**src/common/tbtc_pkg.sv**
```systemverilog
// package: register map, field layout and constants of the timebase timer block
// ****************************************************************
// Notes on behaviour
// ****************************************************************
// Notes on behaviour
// - timebase is a 10-bit up-counter advanced through a programmable prescaler.
// - software may read the count; writes to the count are ignored.
// - counter halts while the device sleeps.
// - eight prescale ratios 1,2,4,8,16,64,128,256 from a 3-bit select.
// - prescaler divider state clears on every reset.
// - count runs up to the period limit, then restarts at one.
// - period-match flag sets in the same cycle the count restarts.
// - one 8-bit control register at 0x0B: result, route, pwm, run, prescale.
// - comparator result is captured into a readable result bit.
// - upper route bit set drives comparator result onto the port pin.
// - comparator flag sets on every rising and falling output change.
// - comparator interrupt forwarded only when masked in and globally enabled.
// - comparator flag stays set until software clears it.
// - comparator and its flag stay active in sleep; a change wakes the device.
// - flags set regardless of mask; request is the AND of flag, mask and global enable.
package tbtc_pkg;
    // ****************************************************************
    // register byte addresses
    // ****************************************************************
    localparam logic [7:0]  TBTC_REG_IDX_CTRL   = 8'h0B;
    localparam logic [31:0] TBTC_ADDR_CTRL      = 32'h0000_002C;
    localparam logic [31:0] TBTC_ADDR_PERIOD    = 32'h0000_0040;
    localparam logic [31:0] TBTC_ADDR_COUNT     = 32'h0000_0044;
    localparam logic [31:0] TBTC_ADDR_IRQ_MASK  = 32'h0000_0048;
    localparam logic [31:0] TBTC_ADDR_IRQ_STAT  = 32'h0000_004C;
    localparam logic [31:0] TBTC_ADDR_GLOBAL    = 32'h0000_0050;
    localparam int          TBTC_ADDR_LSB       = 2;
    localparam int          TBTC_ADDR_MSB       = 11;
    // ****************************************************************
    // control register fields
    // ****************************************************************
    localparam int TBTC_CTRL_RESULT     = 7;
    localparam int TBTC_CTRL_ROUTE_HIGH = 6;
    localparam int TBTC_CTRL_ROUTE_LOW  = 5;
    localparam int TBTC_CTRL_PWM_EN     = 4;
    localparam int TBTC_CTRL_RUN        = 3;
    localparam int TBTC_CTRL_PS_MSB     = 2;
    // ****************************************************************
    // interrupt mask and status bits
    // ****************************************************************
    localparam int TBTC_IRQ_CMP_BIT     = 3;
    localparam int TBTC_IRQ_PRD_BIT     = 4;
    // ****************************************************************
    // widths and reset values
    // ****************************************************************
    localparam int          TBTC_CNT_W          = 10;
    localparam int          TBTC_PS_W           = 8;
    localparam logic [6:0]  TBTC_CTRL_RST       = 7'h00;
    localparam logic [9:0]  TBTC_PERIOD_RST     = 10'h3FF;
    localparam logic [9:0]  TBTC_CNT_RESTART    = 10'h001;
    localparam logic [9:0]  TBTC_CNT_ONE        = 10'h001;
    localparam logic [7:0]  TBTC_PS_ONE         = 8'h01;
endpackage

```
**src/rtl/tbtc_timer.sv**
```systemverilog
// timebase timer with comparator event logic, AHB-Lite slave
//
// Implementation choice: the AHB-Lite slave port.
`timescale 1ns/1ps
module tbtc_timer
    import tbtc_pkg::*;
(
    // clock, reset, enable
    input  wire logic        hclk,
    input  wire logic        hresetn,
    input  wire logic        clk_en,
    // ahb-lite slave
    input  wire logic        hsel,
    input  wire logic [31:0] haddr,
    input  wire logic [1:0]  htrans,
    input  wire logic        hwrite,
    input  wire logic [2:0]  hsize,
    input  wire logic [31:0] hwdata,
    input  wire logic        hready,
    output logic      [31:0] hrdata,
    output logic             hreadyout,
    output logic             hresp,
    // device state and analogue side
    input  wire logic        sleep_mode,
    input  wire logic        compare_in,
    // pin, wake and interrupt outputs
    output logic             port6_bit0_out,
    output logic             port6_bit0_oe,
    output logic             wake_req,
    output logic             compare_irq,
    output logic             period_irq
);
    // ****************************************************************
    // state
    // ****************************************************************
    typedef struct packed {
        logic        ap_valid;
        logic        ap_write;
        logic [9:0]  ap_index;
        logic [31:0] rdata;
        logic        cmp_sync1;
        logic        cmp_sync2;
        logic        compare_result_bit;
        logic        compare_route_high;
        logic        compare_route_low;
        logic        pwm_output_enable;
        logic        timer_run_enable;
        logic [2:0]  prescale_select;
        logic [9:0]  period_limit;
        logic [9:0]  timebase_count;
        logic [7:0]  prescale_cnt;
        logic        compare_irq_mask;
        logic        period_irq_mask;
        logic        compare_irq_flag;
        logic        period_match_flag;
        logic        global_irq_on_instruction;
        logic        pin_out;
        logic        pin_oe;
        logic        wake;
        logic        cmp_irq;
        logic        prd_irq;
    } tbtc_state_s;

    tbtc_state_s st;
    tbtc_state_s next_st;

    // ****************************************************************
    // helpers
    // ****************************************************************
    // ascending select codes; the 1:32 step is skipped by design
    function automatic logic [7:0] tbtc_ratio_last(input logic [2:0] sel);
        logic [7:0] r;
        r = 8'h00;
        unique case (sel)
            3'h0: r = 8'h00;
            3'h1: r = 8'h01;
            3'h2: r = 8'h03;
            3'h3: r = 8'h07;
            3'h4: r = 8'h0F;
            3'h5: r = 8'h3F;
            3'h6: r = 8'h7F;
            3'h7: r = 8'hFF;
        endcase
        return r;
    endfunction

    function automatic logic [9:0] tbtc_index(input logic [31:0] a);
        return a[TBTC_ADDR_MSB:TBTC_ADDR_LSB];
    endfunction

    // ****************************************************************
    // next state
    // ****************************************************************
    logic        take;
    logic        tick;
    logic        cmp_change;
    logic        prd_match;
    logic [7:0]  ctrl_rd;
    logic [31:0] wd;

    always_comb begin
        next_st    = st;
        take       = hsel && hready && htrans[1];
        wd         = hwdata;
        tick       = 1'b0;
        prd_match  = 1'b0;
        cmp_change = 1'b0;
        ctrl_rd    = {st.compare_result_bit, st.compare_route_high, st.compare_route_low,
                      st.pwm_output_enable, st.timer_run_enable, st.prescale_select};

        // comparator sampling runs also in sleep
        next_st.cmp_sync1 = compare_in;
        next_st.cmp_sync2 = st.cmp_sync1;
        next_st.compare_result_bit = st.cmp_sync2;
        cmp_change = st.cmp_sync2 != st.compare_result_bit;

        // prescaler and counter; sleep or run off freeze both
        if (st.timer_run_enable && !sleep_mode) begin
            if (st.prescale_cnt >= tbtc_ratio_last(st.prescale_select)) begin
                next_st.prescale_cnt = 8'h00;
                tick = 1'b1;
            end else begin
                next_st.prescale_cnt = st.prescale_cnt + TBTC_PS_ONE;
            end
        end
        if (tick) begin
            if (st.timebase_count == st.period_limit) begin
                prd_match                 = 1'b1;
                next_st.timebase_count    = TBTC_CNT_RESTART;
                next_st.period_match_flag = 1'b1;
            end else begin
                next_st.timebase_count = st.timebase_count + TBTC_CNT_ONE;
            end
        end

        // data phase of a write
        if (st.ap_valid && st.ap_write) begin
            unique case (st.ap_index)
                tbtc_index(TBTC_ADDR_CTRL): begin
                    next_st.compare_route_high = wd[TBTC_CTRL_ROUTE_HIGH];
                    next_st.compare_route_low  = wd[TBTC_CTRL_ROUTE_LOW];
                    next_st.pwm_output_enable  = wd[TBTC_CTRL_PWM_EN];
                    next_st.timer_run_enable   = wd[TBTC_CTRL_RUN];
                    next_st.prescale_select    = wd[TBTC_CTRL_PS_MSB:0];
                end
                tbtc_index(TBTC_ADDR_PERIOD): next_st.period_limit = wd[TBTC_CNT_W-1:0];
                tbtc_index(TBTC_ADDR_COUNT):  ;
                tbtc_index(TBTC_ADDR_IRQ_MASK): begin
                    next_st.compare_irq_mask = wd[TBTC_IRQ_CMP_BIT];
                    next_st.period_irq_mask  = wd[TBTC_IRQ_PRD_BIT];
                end
                tbtc_index(TBTC_ADDR_IRQ_STAT): begin
                    // write zero clears; a same-cycle event wins
                    if (!wd[TBTC_IRQ_CMP_BIT] && !cmp_change)
                        next_st.compare_irq_flag = 1'b0;
                    // only a real match beats the clear, not every tick
                    if (!wd[TBTC_IRQ_PRD_BIT] && !prd_match)
                        next_st.period_match_flag = 1'b0;
                end
                tbtc_index(TBTC_ADDR_GLOBAL): next_st.global_irq_on_instruction = wd[0];
                default: ;
            endcase
        end
        if (cmp_change)
            next_st.compare_irq_flag = 1'b1;

        // address phase; zero-wait answer
        next_st.ap_valid = take;
        next_st.ap_write = hwrite;
        next_st.ap_index = tbtc_index(haddr);
        next_st.rdata    = 32'h0000_0000;
        if (take && !hwrite) begin
            unique case (tbtc_index(haddr))
                tbtc_index(TBTC_ADDR_CTRL):     next_st.rdata = {24'h00_0000, ctrl_rd};
                tbtc_index(TBTC_ADDR_PERIOD):   next_st.rdata = {22'h00_0000, st.period_limit};
                tbtc_index(TBTC_ADDR_COUNT):    next_st.rdata = {22'h00_0000, st.timebase_count};
                tbtc_index(TBTC_ADDR_IRQ_MASK): begin
                    next_st.rdata[TBTC_IRQ_CMP_BIT] = st.compare_irq_mask;
                    next_st.rdata[TBTC_IRQ_PRD_BIT] = st.period_irq_mask;
                end
                tbtc_index(TBTC_ADDR_IRQ_STAT): begin
                    next_st.rdata[TBTC_IRQ_CMP_BIT] = st.compare_irq_flag;
                    next_st.rdata[TBTC_IRQ_PRD_BIT] = st.period_match_flag;
                end
                tbtc_index(TBTC_ADDR_GLOBAL):   next_st.rdata[0] = st.global_irq_on_instruction;
                default:                        next_st.rdata = 32'h0000_0000;
            endcase
        end

        // pin routing, wake and requests
        next_st.pin_oe  = next_st.compare_route_high;
        next_st.pin_out = next_st.compare_route_high & next_st.compare_result_bit;
        next_st.wake    = sleep_mode && cmp_change;
        next_st.cmp_irq = next_st.compare_irq_flag && next_st.compare_irq_mask
                          && next_st.global_irq_on_instruction;
        next_st.prd_irq = next_st.period_match_flag && next_st.period_irq_mask
                          && next_st.global_irq_on_instruction;
    end

    // ****************************************************************
    // registers
    // ****************************************************************
    // one reset clears all but period limit (0x3FF) and count (one), prescaler included
    always_ff @(posedge hclk or negedge hresetn) begin
        if (!hresetn) begin
            st                  <= '0;
            st.period_limit     <= TBTC_PERIOD_RST;
            st.timebase_count   <= TBTC_CNT_RESTART;
        end else if (clk_en) begin
            st <= next_st;
        end
    end

    assign hrdata         = st.rdata;
    assign hreadyout      = 1'b1;
    assign hresp          = 1'b0;
    assign port6_bit0_out = st.pin_out;
    assign port6_bit0_oe  = st.pin_oe;
    assign wake_req       = st.wake;
    assign compare_irq    = st.cmp_irq;
    assign period_irq     = st.prd_irq;
endmodule

```
**config.mk**
```make
export PLATFORM = sky130hd
export DESIGN_NAME = tbtc_timer
export DESIGN_NICKNAME = d
export VERILOG_FILES = /design/src/common/tbtc_pkg.sv /design/src/rtl/tbtc_timer.sv
export SDC_FILE = /design/constraint.sdc
export NUM_CORES = 1
export LEC_CHECK = 0
export ABC_AREA = 1
export BUFFER_PORTS_ARGS = -buffer_cell sky130_fd_sc_hd__buf_2
export CAP_MARGIN = 20
export CORE_UTILIZATION = 50
export DETAILED_ROUTE_END_ITERATION = 12
export GPL_TIMING_DRIVEN = 0
export PLACE_DENSITY_LB_ADDON = 0.3
export SYNTH_ARGS = -nofsm -noshare
export SYNTH_HDL_FRONTEND = slang
export SYNTH_SLANG_ARGS = --single-unit
```
**constraint.sdc**
```tcl
create_clock -name hclk -period 5 [get_ports hclk]
set_input_delay 0.75 -clock hclk [delete_from_list [all_inputs] [get_ports hclk]]
set_output_delay 0.75 -clock hclk [all_outputs]
set_load 0.02 [all_outputs]
```
==> run_results.csv, run 1 <==
group,metric,value,unit
status,status,"finished, final reports clean",
clock_tree,cts_hold_buf,0,
grt,grt_pass1_vias,3370,
synthesis,synth_area_leaders,"dfrtp_1, nand2_1, dfstp_2",
clock_tree,cts_tree,"yes",
layout,antennaDiodeCount,0,
routing,post_drt_wl_per_cell,12.78,um
floorplan,io_pins,116,
clock_tree,numClockSinks,69,
sta,rsz0062_at_grt,"no",
layout,final_cell_area,4747,sq um
synthesis,yosysMostFrequentCell,"nand2_1",
grt,track_usage,23.19,%
sta,tightest_slew,0.8648,ns
sta,setup_viol,0,
worst_setup_path,cp.arrival,2.44,ns
placement,placed_area,4564,sq um
sta,period_minus_slack,2.197,ns
grt,grt_max_degree,70,
floorplan,start_util,52.51,%
routing,drc,0,
power_and_ir_drop,ir_worst_vdd,0.1848,mV
synthesis,ys_seq_area_share,42.02,%
power_and_ir_drop,clkPwrFrac,36.7,%
power_and_ir_drop,switchingPower,0.3405,mW
sta,slew_violations,0,
clock_tree,insertion_delay,0.36,ns
min_path,hold_class,"reg2reg",
synthesis,synth_enable_flop_cells,0,
sta,hold_viol_final,0,
floorplan,core,7888,sq um
sta,relSlewSlack,42.35,%
worst_setup_path,cp_max_fo,10,
placement,gp_congestion,0.9521,
power_and_ir_drop,power_per_cell_area,242.2,nW/um^2
power_and_ir_drop,power_leakage,2.479,nW
floorplan,fp.dieW,93.01,um
sta,setup_tns,0,ns
worst_setup_path,cp-start-kind,"flip-flop",
synthesis,synth-async-reset-ratio,100.0,%
layout,area_growth,14.62,%
synthesis,yosysTopAreaCell,"dfrtp_1",
synthesis,yosysWarnings,0,
floorplan,chipHeight,93.01,um
synthesis,syn-instance-count,543,
power_and_ir_drop,power_frac_comb,11.7,%
clock_tree,post_cts_buffers,0,
power_and_ir_drop,sw_frac_of_total,29.62,%
sta,finClkSkew,0.008998,ns
floorplan,die_area,8651,sq um
clock_tree,h-tree-depth,3,
grt,antenna_found_initial,0,
grt,grt_pass1_wl,15630,um
routing,vias,3609,
routing,drt-total-wl,9266,um
floorplan,fp-row-count,32,
worst_setup_path,path_class,"reg2reg",
placement,port_buffers,42,
clock_tree,cts_root_buf,"clkbuf_8",
sta,fmax,0.4551,GHz
worst_setup_path,endpoint_kind,"flip-flop",
routing,antenna_left,0,
job,maxCapViolCount,0,
synthesis,syn_area_per_cell,7.627,sq um
routing,drtIter0Drc,156,
worst_setup_path,cp.required,5.25,ns
synthesis,synth_common_cells,"nand2_1, dfrtp_1, inv_1, nor2_1, buf_4",
synthesis,synth_top_cell_area_share,35.05,%
synthesis,synth-seq-cells,69,
routing,firstDrtPassIters,5,
clock_tree,clk_pin_slew_worst_paths,0.08,ns
clock_tree,cts_resized,0,
routing,via_per_inst,4.978,
clock_tree,cts.path.max_buffers,2,
synthesis,ys_types,35,
layout,layout.nets,705,
power_and_ir_drop,pwr-share-seq,51.6,%
clock_tree,cts_buffers,9,
synthesis,synth_ff_type,"dfrtp_1",
synthesis,syn_area,4141,sq um
grt,grt-ovfl-total,0,
layout,layout-drive-gt1-share,22.15,%
sta,min_period_over_period,43.95,%
placement,hpwl,7066,um
power_and_ir_drop,p_int,0.8093,mW
## worst paths after layout
path	from	to	slack, ns	depth (start not counted)
worst max register to register	ctrl_rd[0]	st[24]	2.80	11
worst max-delay path	ctrl_rd[0]	st[24]	2.80	11
min in group asynchronous	hresetn	st[27]	0.50	1
worst min-delay path	st[87]	st[87]	0.48	2
worst min register to register	st[87]	st[87]	0.48	2
max in group asynchronous	hresetn	st[8]	3.94	1
## per-stage QoR
stage	power [mW]	hold slack, ns	setup WS, ns	utilization, %	std cells
after floorplan	0.6900	0.4417	3.171	-	565
after global placement	0.7332	0.4553	2.845	57.84	709
after detailed placement	0.7377	0.4594	2.837	57.87	709
after CTS	1.161	0.4860	2.815	60.18	725
after global routing	1.203	0.4976	2.638	60.18	725
final	1.150	0.4784	2.803	60.18	725
## area by class of cell
| class | instances | area [sq um] |
|---|---|---|
| Tap cell | 102 | 127.6 |
| Clock inverter | 7 | 58.81 |
| Inverter | 56 | 212.7 |
| Sequential cell | 69 | 1740 |
| Timing Repair Buffer | 42 | 212.7 |
| Buffer | 45 | 311.5 |
| Fill cell | 736 | 3141 |
| Multi-Input combinational cell | 395 | 1959 |
| Clock buffer | 9 | 123.9 |
## layout by cell type, fill, tap and decap left out, types with 11 or more instances in the layout
cell type,Yosys,layout
buf_4,37,38
a21oi_1,12,12
o21ai_1,18,18
buf_2,2,43
nor2_1,38,38
o21ai_0,30,30
conb_1,2,24
dfrtp_1,58,58
nand3_1,33,33
inv_1,51,51
dfstp_2,11,11
nand2_1,168,168
xor2_1,12,12
## logic make-up (layout without fill, tap and decap cells)
family | count (synthesis) | after routing | share of synthesized area [%]
xor gates and xnor gates | 13 | 13 | 2.749
other | 2 | 24 | 0.1813
AOI/OAI and AO/OA | 67 | 67 | 8.701
DFF | 69 | 69 | 42.02
buffers and inverters | 101 | 159 | 12.66
and+or+nand+nor | 278 | 278 | 29.85
muxes | 3 | 3 | 0.8157
adders and majority gates | 10 | 10 | 3.021
## per-layer routing
metal  vias to the layer above  GRT usage [%]  wire, um
met2                       118          37.01      4313
met5                         -              0         0
met1                      1641          30.70      4210
li1                       1832              -         -
met3                        18          5.772       570
met4                         0          8.077       171
## power by group through the flow
| stage | sequential (mW) | clock [mW] | combinational (mW) |
|---|---|---|---|
| 6_report | 0.594 | 0.421 | 0.135 |
| 5_1_grt | 0.596 | 0.455 | 0.151 |
| 3_3_place_gp | 0.603 | 0 | 0.131 |
| 3_5_place_dp | 0.604 | 0 | 0.134 |
| 2_1_floorplan | 0.603 | 0 | 0.0873 |
| 4_1_cts | 0.593 | 0.433 | 0.134 |
## critical path, stage by stage (launching register included)
cell     delay [ns]
dfrtp_1        0.47
o21ai_0        0.29
ha_1           0.30
a21oi_1        0.13
nor2_1         0.05
nor2_1         0.13
nand3_2        0.15
nand2_2        0.18
inv_1          0.07
buf_4          0.17
nand3_1        0.08
o21ai_1        0.06
## sequential cells by signal, summed over array words and instances, names as in the netlist
| register | count |
|---|---|
| period_irq | 1 |
| st | 45 |
| wake_req | 1 |
| ctrl_rd | 7 |
| hrdata | 10 |
| port6_bit0_oe | 1 |
| compare_irq | 1 |
| port6_bit0_out | 1 |
| next_st | 2 |
(Power assumes the default switching activity.)
==> run 2, diff against run 1 <==
ABC_AREA = 0   (was 1)
clock period = 2.2 ns   (was 5 ns; I/O delays follow)
==> run_results.csv, run 2 <==
group,metric,value,unit
sta,setup_viol,19,
layout,stdcell_count,549,
placement,port_buffers,41,
clock_tree,cts.path.max_buffers,2,
synthesis,ys_seq_area_share,44.48,%
synthesis,syn_area_per_cell,10.81,sq um
synthesis,syn-instance-count,362,
worst_setup_path,path_class,"reg2reg",
power_and_ir_drop,clkPwrFrac,44.1,%
clock_tree,insertion_delay,0.34,ns
sta,slew_violations,0,
sta,min_period_over_period,112.9,%
layout,largest_register_ffs,45,
worst_setup_path,max_stage_delay,0.41,ns
worst_setup_path,critPathSlowestCell,"dfrtp_2",
layout,final_common_cell,"dfrtp_1",
sta,hold_viol_final,0,
clock_tree,cts_buffers,9,
floorplan,die_area,8183,sq um
routing,drtIter0Drc,175,
layout,layout-drive-gt1-share,36.44,%
sta,relSlewSlack,28.40,%
clock_tree,cts_tree,"yes",
floorplan,chipHeight,90.46,um
sta,setup_slack,-0.2831,ns
synthesis,synth_top_cell_area_share,37.10,%
job,maxCapViolCount,0,
grt,grt-ovfl-total,0,
worst_setup_path,cp-start-kind,"flip-flop",
grt,track_usage,23.45,%
layout,antennaDiodeCount,0,
synthesis,yosysTopAreaCell,"dfrtp_1",
power_and_ir_drop,pwr-share-seq,45.9,%
status,status,"finished, violations left",
routing,drt-total-wl,8931,um
floorplan,fp.dieW,90.46,um
placement,gp_congestion,0.8218,
synthesis,synth_enable_flop_cells,0,
synthesis,synth-async-reset-ratio,100.0,%
synthesis,ys_types,50,
layout,area_growth,20.98,%
floorplan,io_pins,116,
floorplan,start_util,52.81,%
sta,period_minus_slack,2.483,ns
routing,drc,0,
routing,vias,2972,
power_and_ir_drop,switchingPower,0.7234,mW
layout,regMostFlops,"st",
synthesis,yosysWarnings,0,
power_and_ir_drop,p_int,2.282,mW
floorplan,core,7408,sq um
routing,antenna_left,0,
sta,tightest_slew,1.072,ns
floorplan,fp-row-count,31,
synthesis,synth-seq-cells,69,
sta,finClkSkew,0.01174,ns
power_and_ir_drop,power_per_cell_area,635.0,nW/um^2
synthesis,yosysMostFrequentCell,"dfrtp_1",
grt,grt_pass1_vias,3058,
synthesis,synth_common_cells,"dfrtp_1, buf_4, nor2_1, mux2_2, nand2_1",
layout,final_cell_mix,"dfrtp_1, buf_4, buf_2",
sta,holdWs,0.09603,ns
sta,rsz0062_at_grt,"yes",
placement,hpwl,6098,um
synthesis,syn_area,3913,sq um
worst_setup_path,path_buf_inv,0,
placement,dp.cells,524,
worst_setup_path,cp.required,2.43,ns
power_and_ir_drop,ir_worst_vdd,0.4246,mV
routing,firstDrtPassIters,4,
worst_setup_path,critPathTopFamily,"compound AO/OA/AOI/OAI gates",
worst_setup_path,cp_max_fo,5,
clock_tree,cts_hold_buf,0,
worst_setup_path,crit_chain,"or3_1 > ha_1 > nand2b_4 > a2111o_1 > a31o_4 > and3_4 > a221o_1",
power_and_ir_drop,power_frac_comb,10.0,%
placement,pre_cts_slack,-0.4244,ns
clock_tree,cts_root_buf,"clkbuf_8",
synthesis,synth_area_leaders,"dfrtp_1, dfstp_2, mux2_2",
grt,antenna_found_initial,0,
power_and_ir_drop,power_leakage,2.311,nW
clock_tree,h-tree-depth,3,
grt,grt_pass1_wl,15060,um
worst_setup_path,endpoint_kind,"flip-flop",
clock_tree,clk_pin_slew_worst_paths,0.08,ns
routing,via_per_inst,5.413,
grt,grt_max_degree,70,
power_and_ir_drop,sw_frac_of_total,24.07,%
layout,layout.nets,532,
synthesis,synth_ff_type,"dfrtp_1",
status,violations,"negative setup slack",
worst_setup_path,cp.arrival,2.72,ns
sta,fmax,0.4027,GHz
clock_tree,numClockSinks,69,
min_path,hold_class,"in2async",
layout,final.fill_count,602,
routing,post_drt_wl_per_cell,16.27,um
run 2: cell types whose count changed in the layout (fill, tap and decap cells not counted), moves of 7 or more:
| cell | delta |
|---|---|
| nor3_1 | -7 |
| nand2_1 | -147 |
| mux2_4 | +10 |
| nor2_1 | -11 |
| a22oi_1 | +8 |
| mux2_2 | +20 |
| o21ai_1 | -15 |
| inv_1 | -43 |
| a221o_1 | +14 |
| o21ai_0 | -23 |
| mux2i_1 | +7 |
| nand3_1 | -22 |
run 2: final cells by class:
class | count | area, sq um | share of cell area (%)
multi-input cells | 260 | 1977 | 41.77
well taps | 99 | 123.9 | 2.617
inverters | 8 | 30.03 | 0.6344
repair buffers | 50 | 282.8 | 5.974
flip-flops and latches | 69 | 1743 | 36.82
clock buffers | 11 | 151.4 | 3.199
plain buffers | 47 | 319.1 | 6.741
clock inverters | 5 | 106.4 | 2.247
run 2: worst paths after layout:
| check | start | to | slack (ns) | cells after the start |
|---|---|---|---|---|
| min in group hclk | hwdata[8] | st[36] | 0.21 | 2 |
| worst min register to register | compare_irq | compare_irq | 0.49 | 1 |
| max in group asynchronous | hresetn | ctrl_rd[1] | 1.50 | 1 |
| worst max-delay path | ctrl_rd[2] | st[24] | -0.28 | 7 |
| worst min-delay path | hresetn | st[16] | 0.1 | 1 |
| worst max register to register | ctrl_rd[2] | st[24] | -0.28 | 7 |
run 2: repair_timing:
action,CTS,global route
buffers inserted,9,0
resized for setup,16,2
cloned,2,0
setup endpoints to repair,19,20
pin swaps,14,7
run 2: cell families after synthesis:
logic type / after synthesis / share of synthesized area, %
compound gates: 62 / 11.80
xor+xnor: 15 / 3.358
fa+ha+maj: 10 / 3.198
buf+inv: 57 / 9.306
flops: 69 / 44.48
mux: 40 / 12.25
other cells: 2 / 0.1919
simple gates: 107 / 15.41
run 2: metrics by stage:
step,power (mW),TNS (ns),utilization (%),cell area [sq um]
global placement,1.688,-5.823,58.69,4348
finish,3.005,-3.636,63.89,4733
CTS,3.024,-4.458,63.79,4726
floorplan,1.595,-2.399,-,4019
detailed placement,1.699,-6.983,58.72,4350
global route,3.114,-4.508,63.89,4733
run 2: layer usage:
| metal | vias to the layer above | share of wire (%) | global-route usage (%) |
|---|---|---|---|
| li1 | 1426 | - | - |
| met1 | 1463 | 44 | 29.30 |
| met2 | 76 | 51 | 40.40 |
| met3 | 7 | 4.3 | 4.377 |
| met4 | 0 | 0.86 | 8.333 |
| met5 | - | 0 | 0 |
run 2: power by group through the flow:
stage	Sequential (mW)	Combinational (mW)	Clock [mW]
2_1_floorplan	1.40	0.197	0
3_3_place_gp	1.40	0.290	0
3_5_place_dp	1.40	0.297	0
4_1_cts	1.38	0.302	1.34
5_1_grt	1.39	0.329	1.40
6_report	1.38	0.301	1.32
run 2: worst register-to-register path: stages (launching register included):
cell	delay [ns]
dfrtp_2	0.41
or3_1	0.37
ha_1	0.28
nand2b_4	0.13
a2111o_1	0.40
a31o_4	0.26
and3_4	0.20
a221o_1	0.32
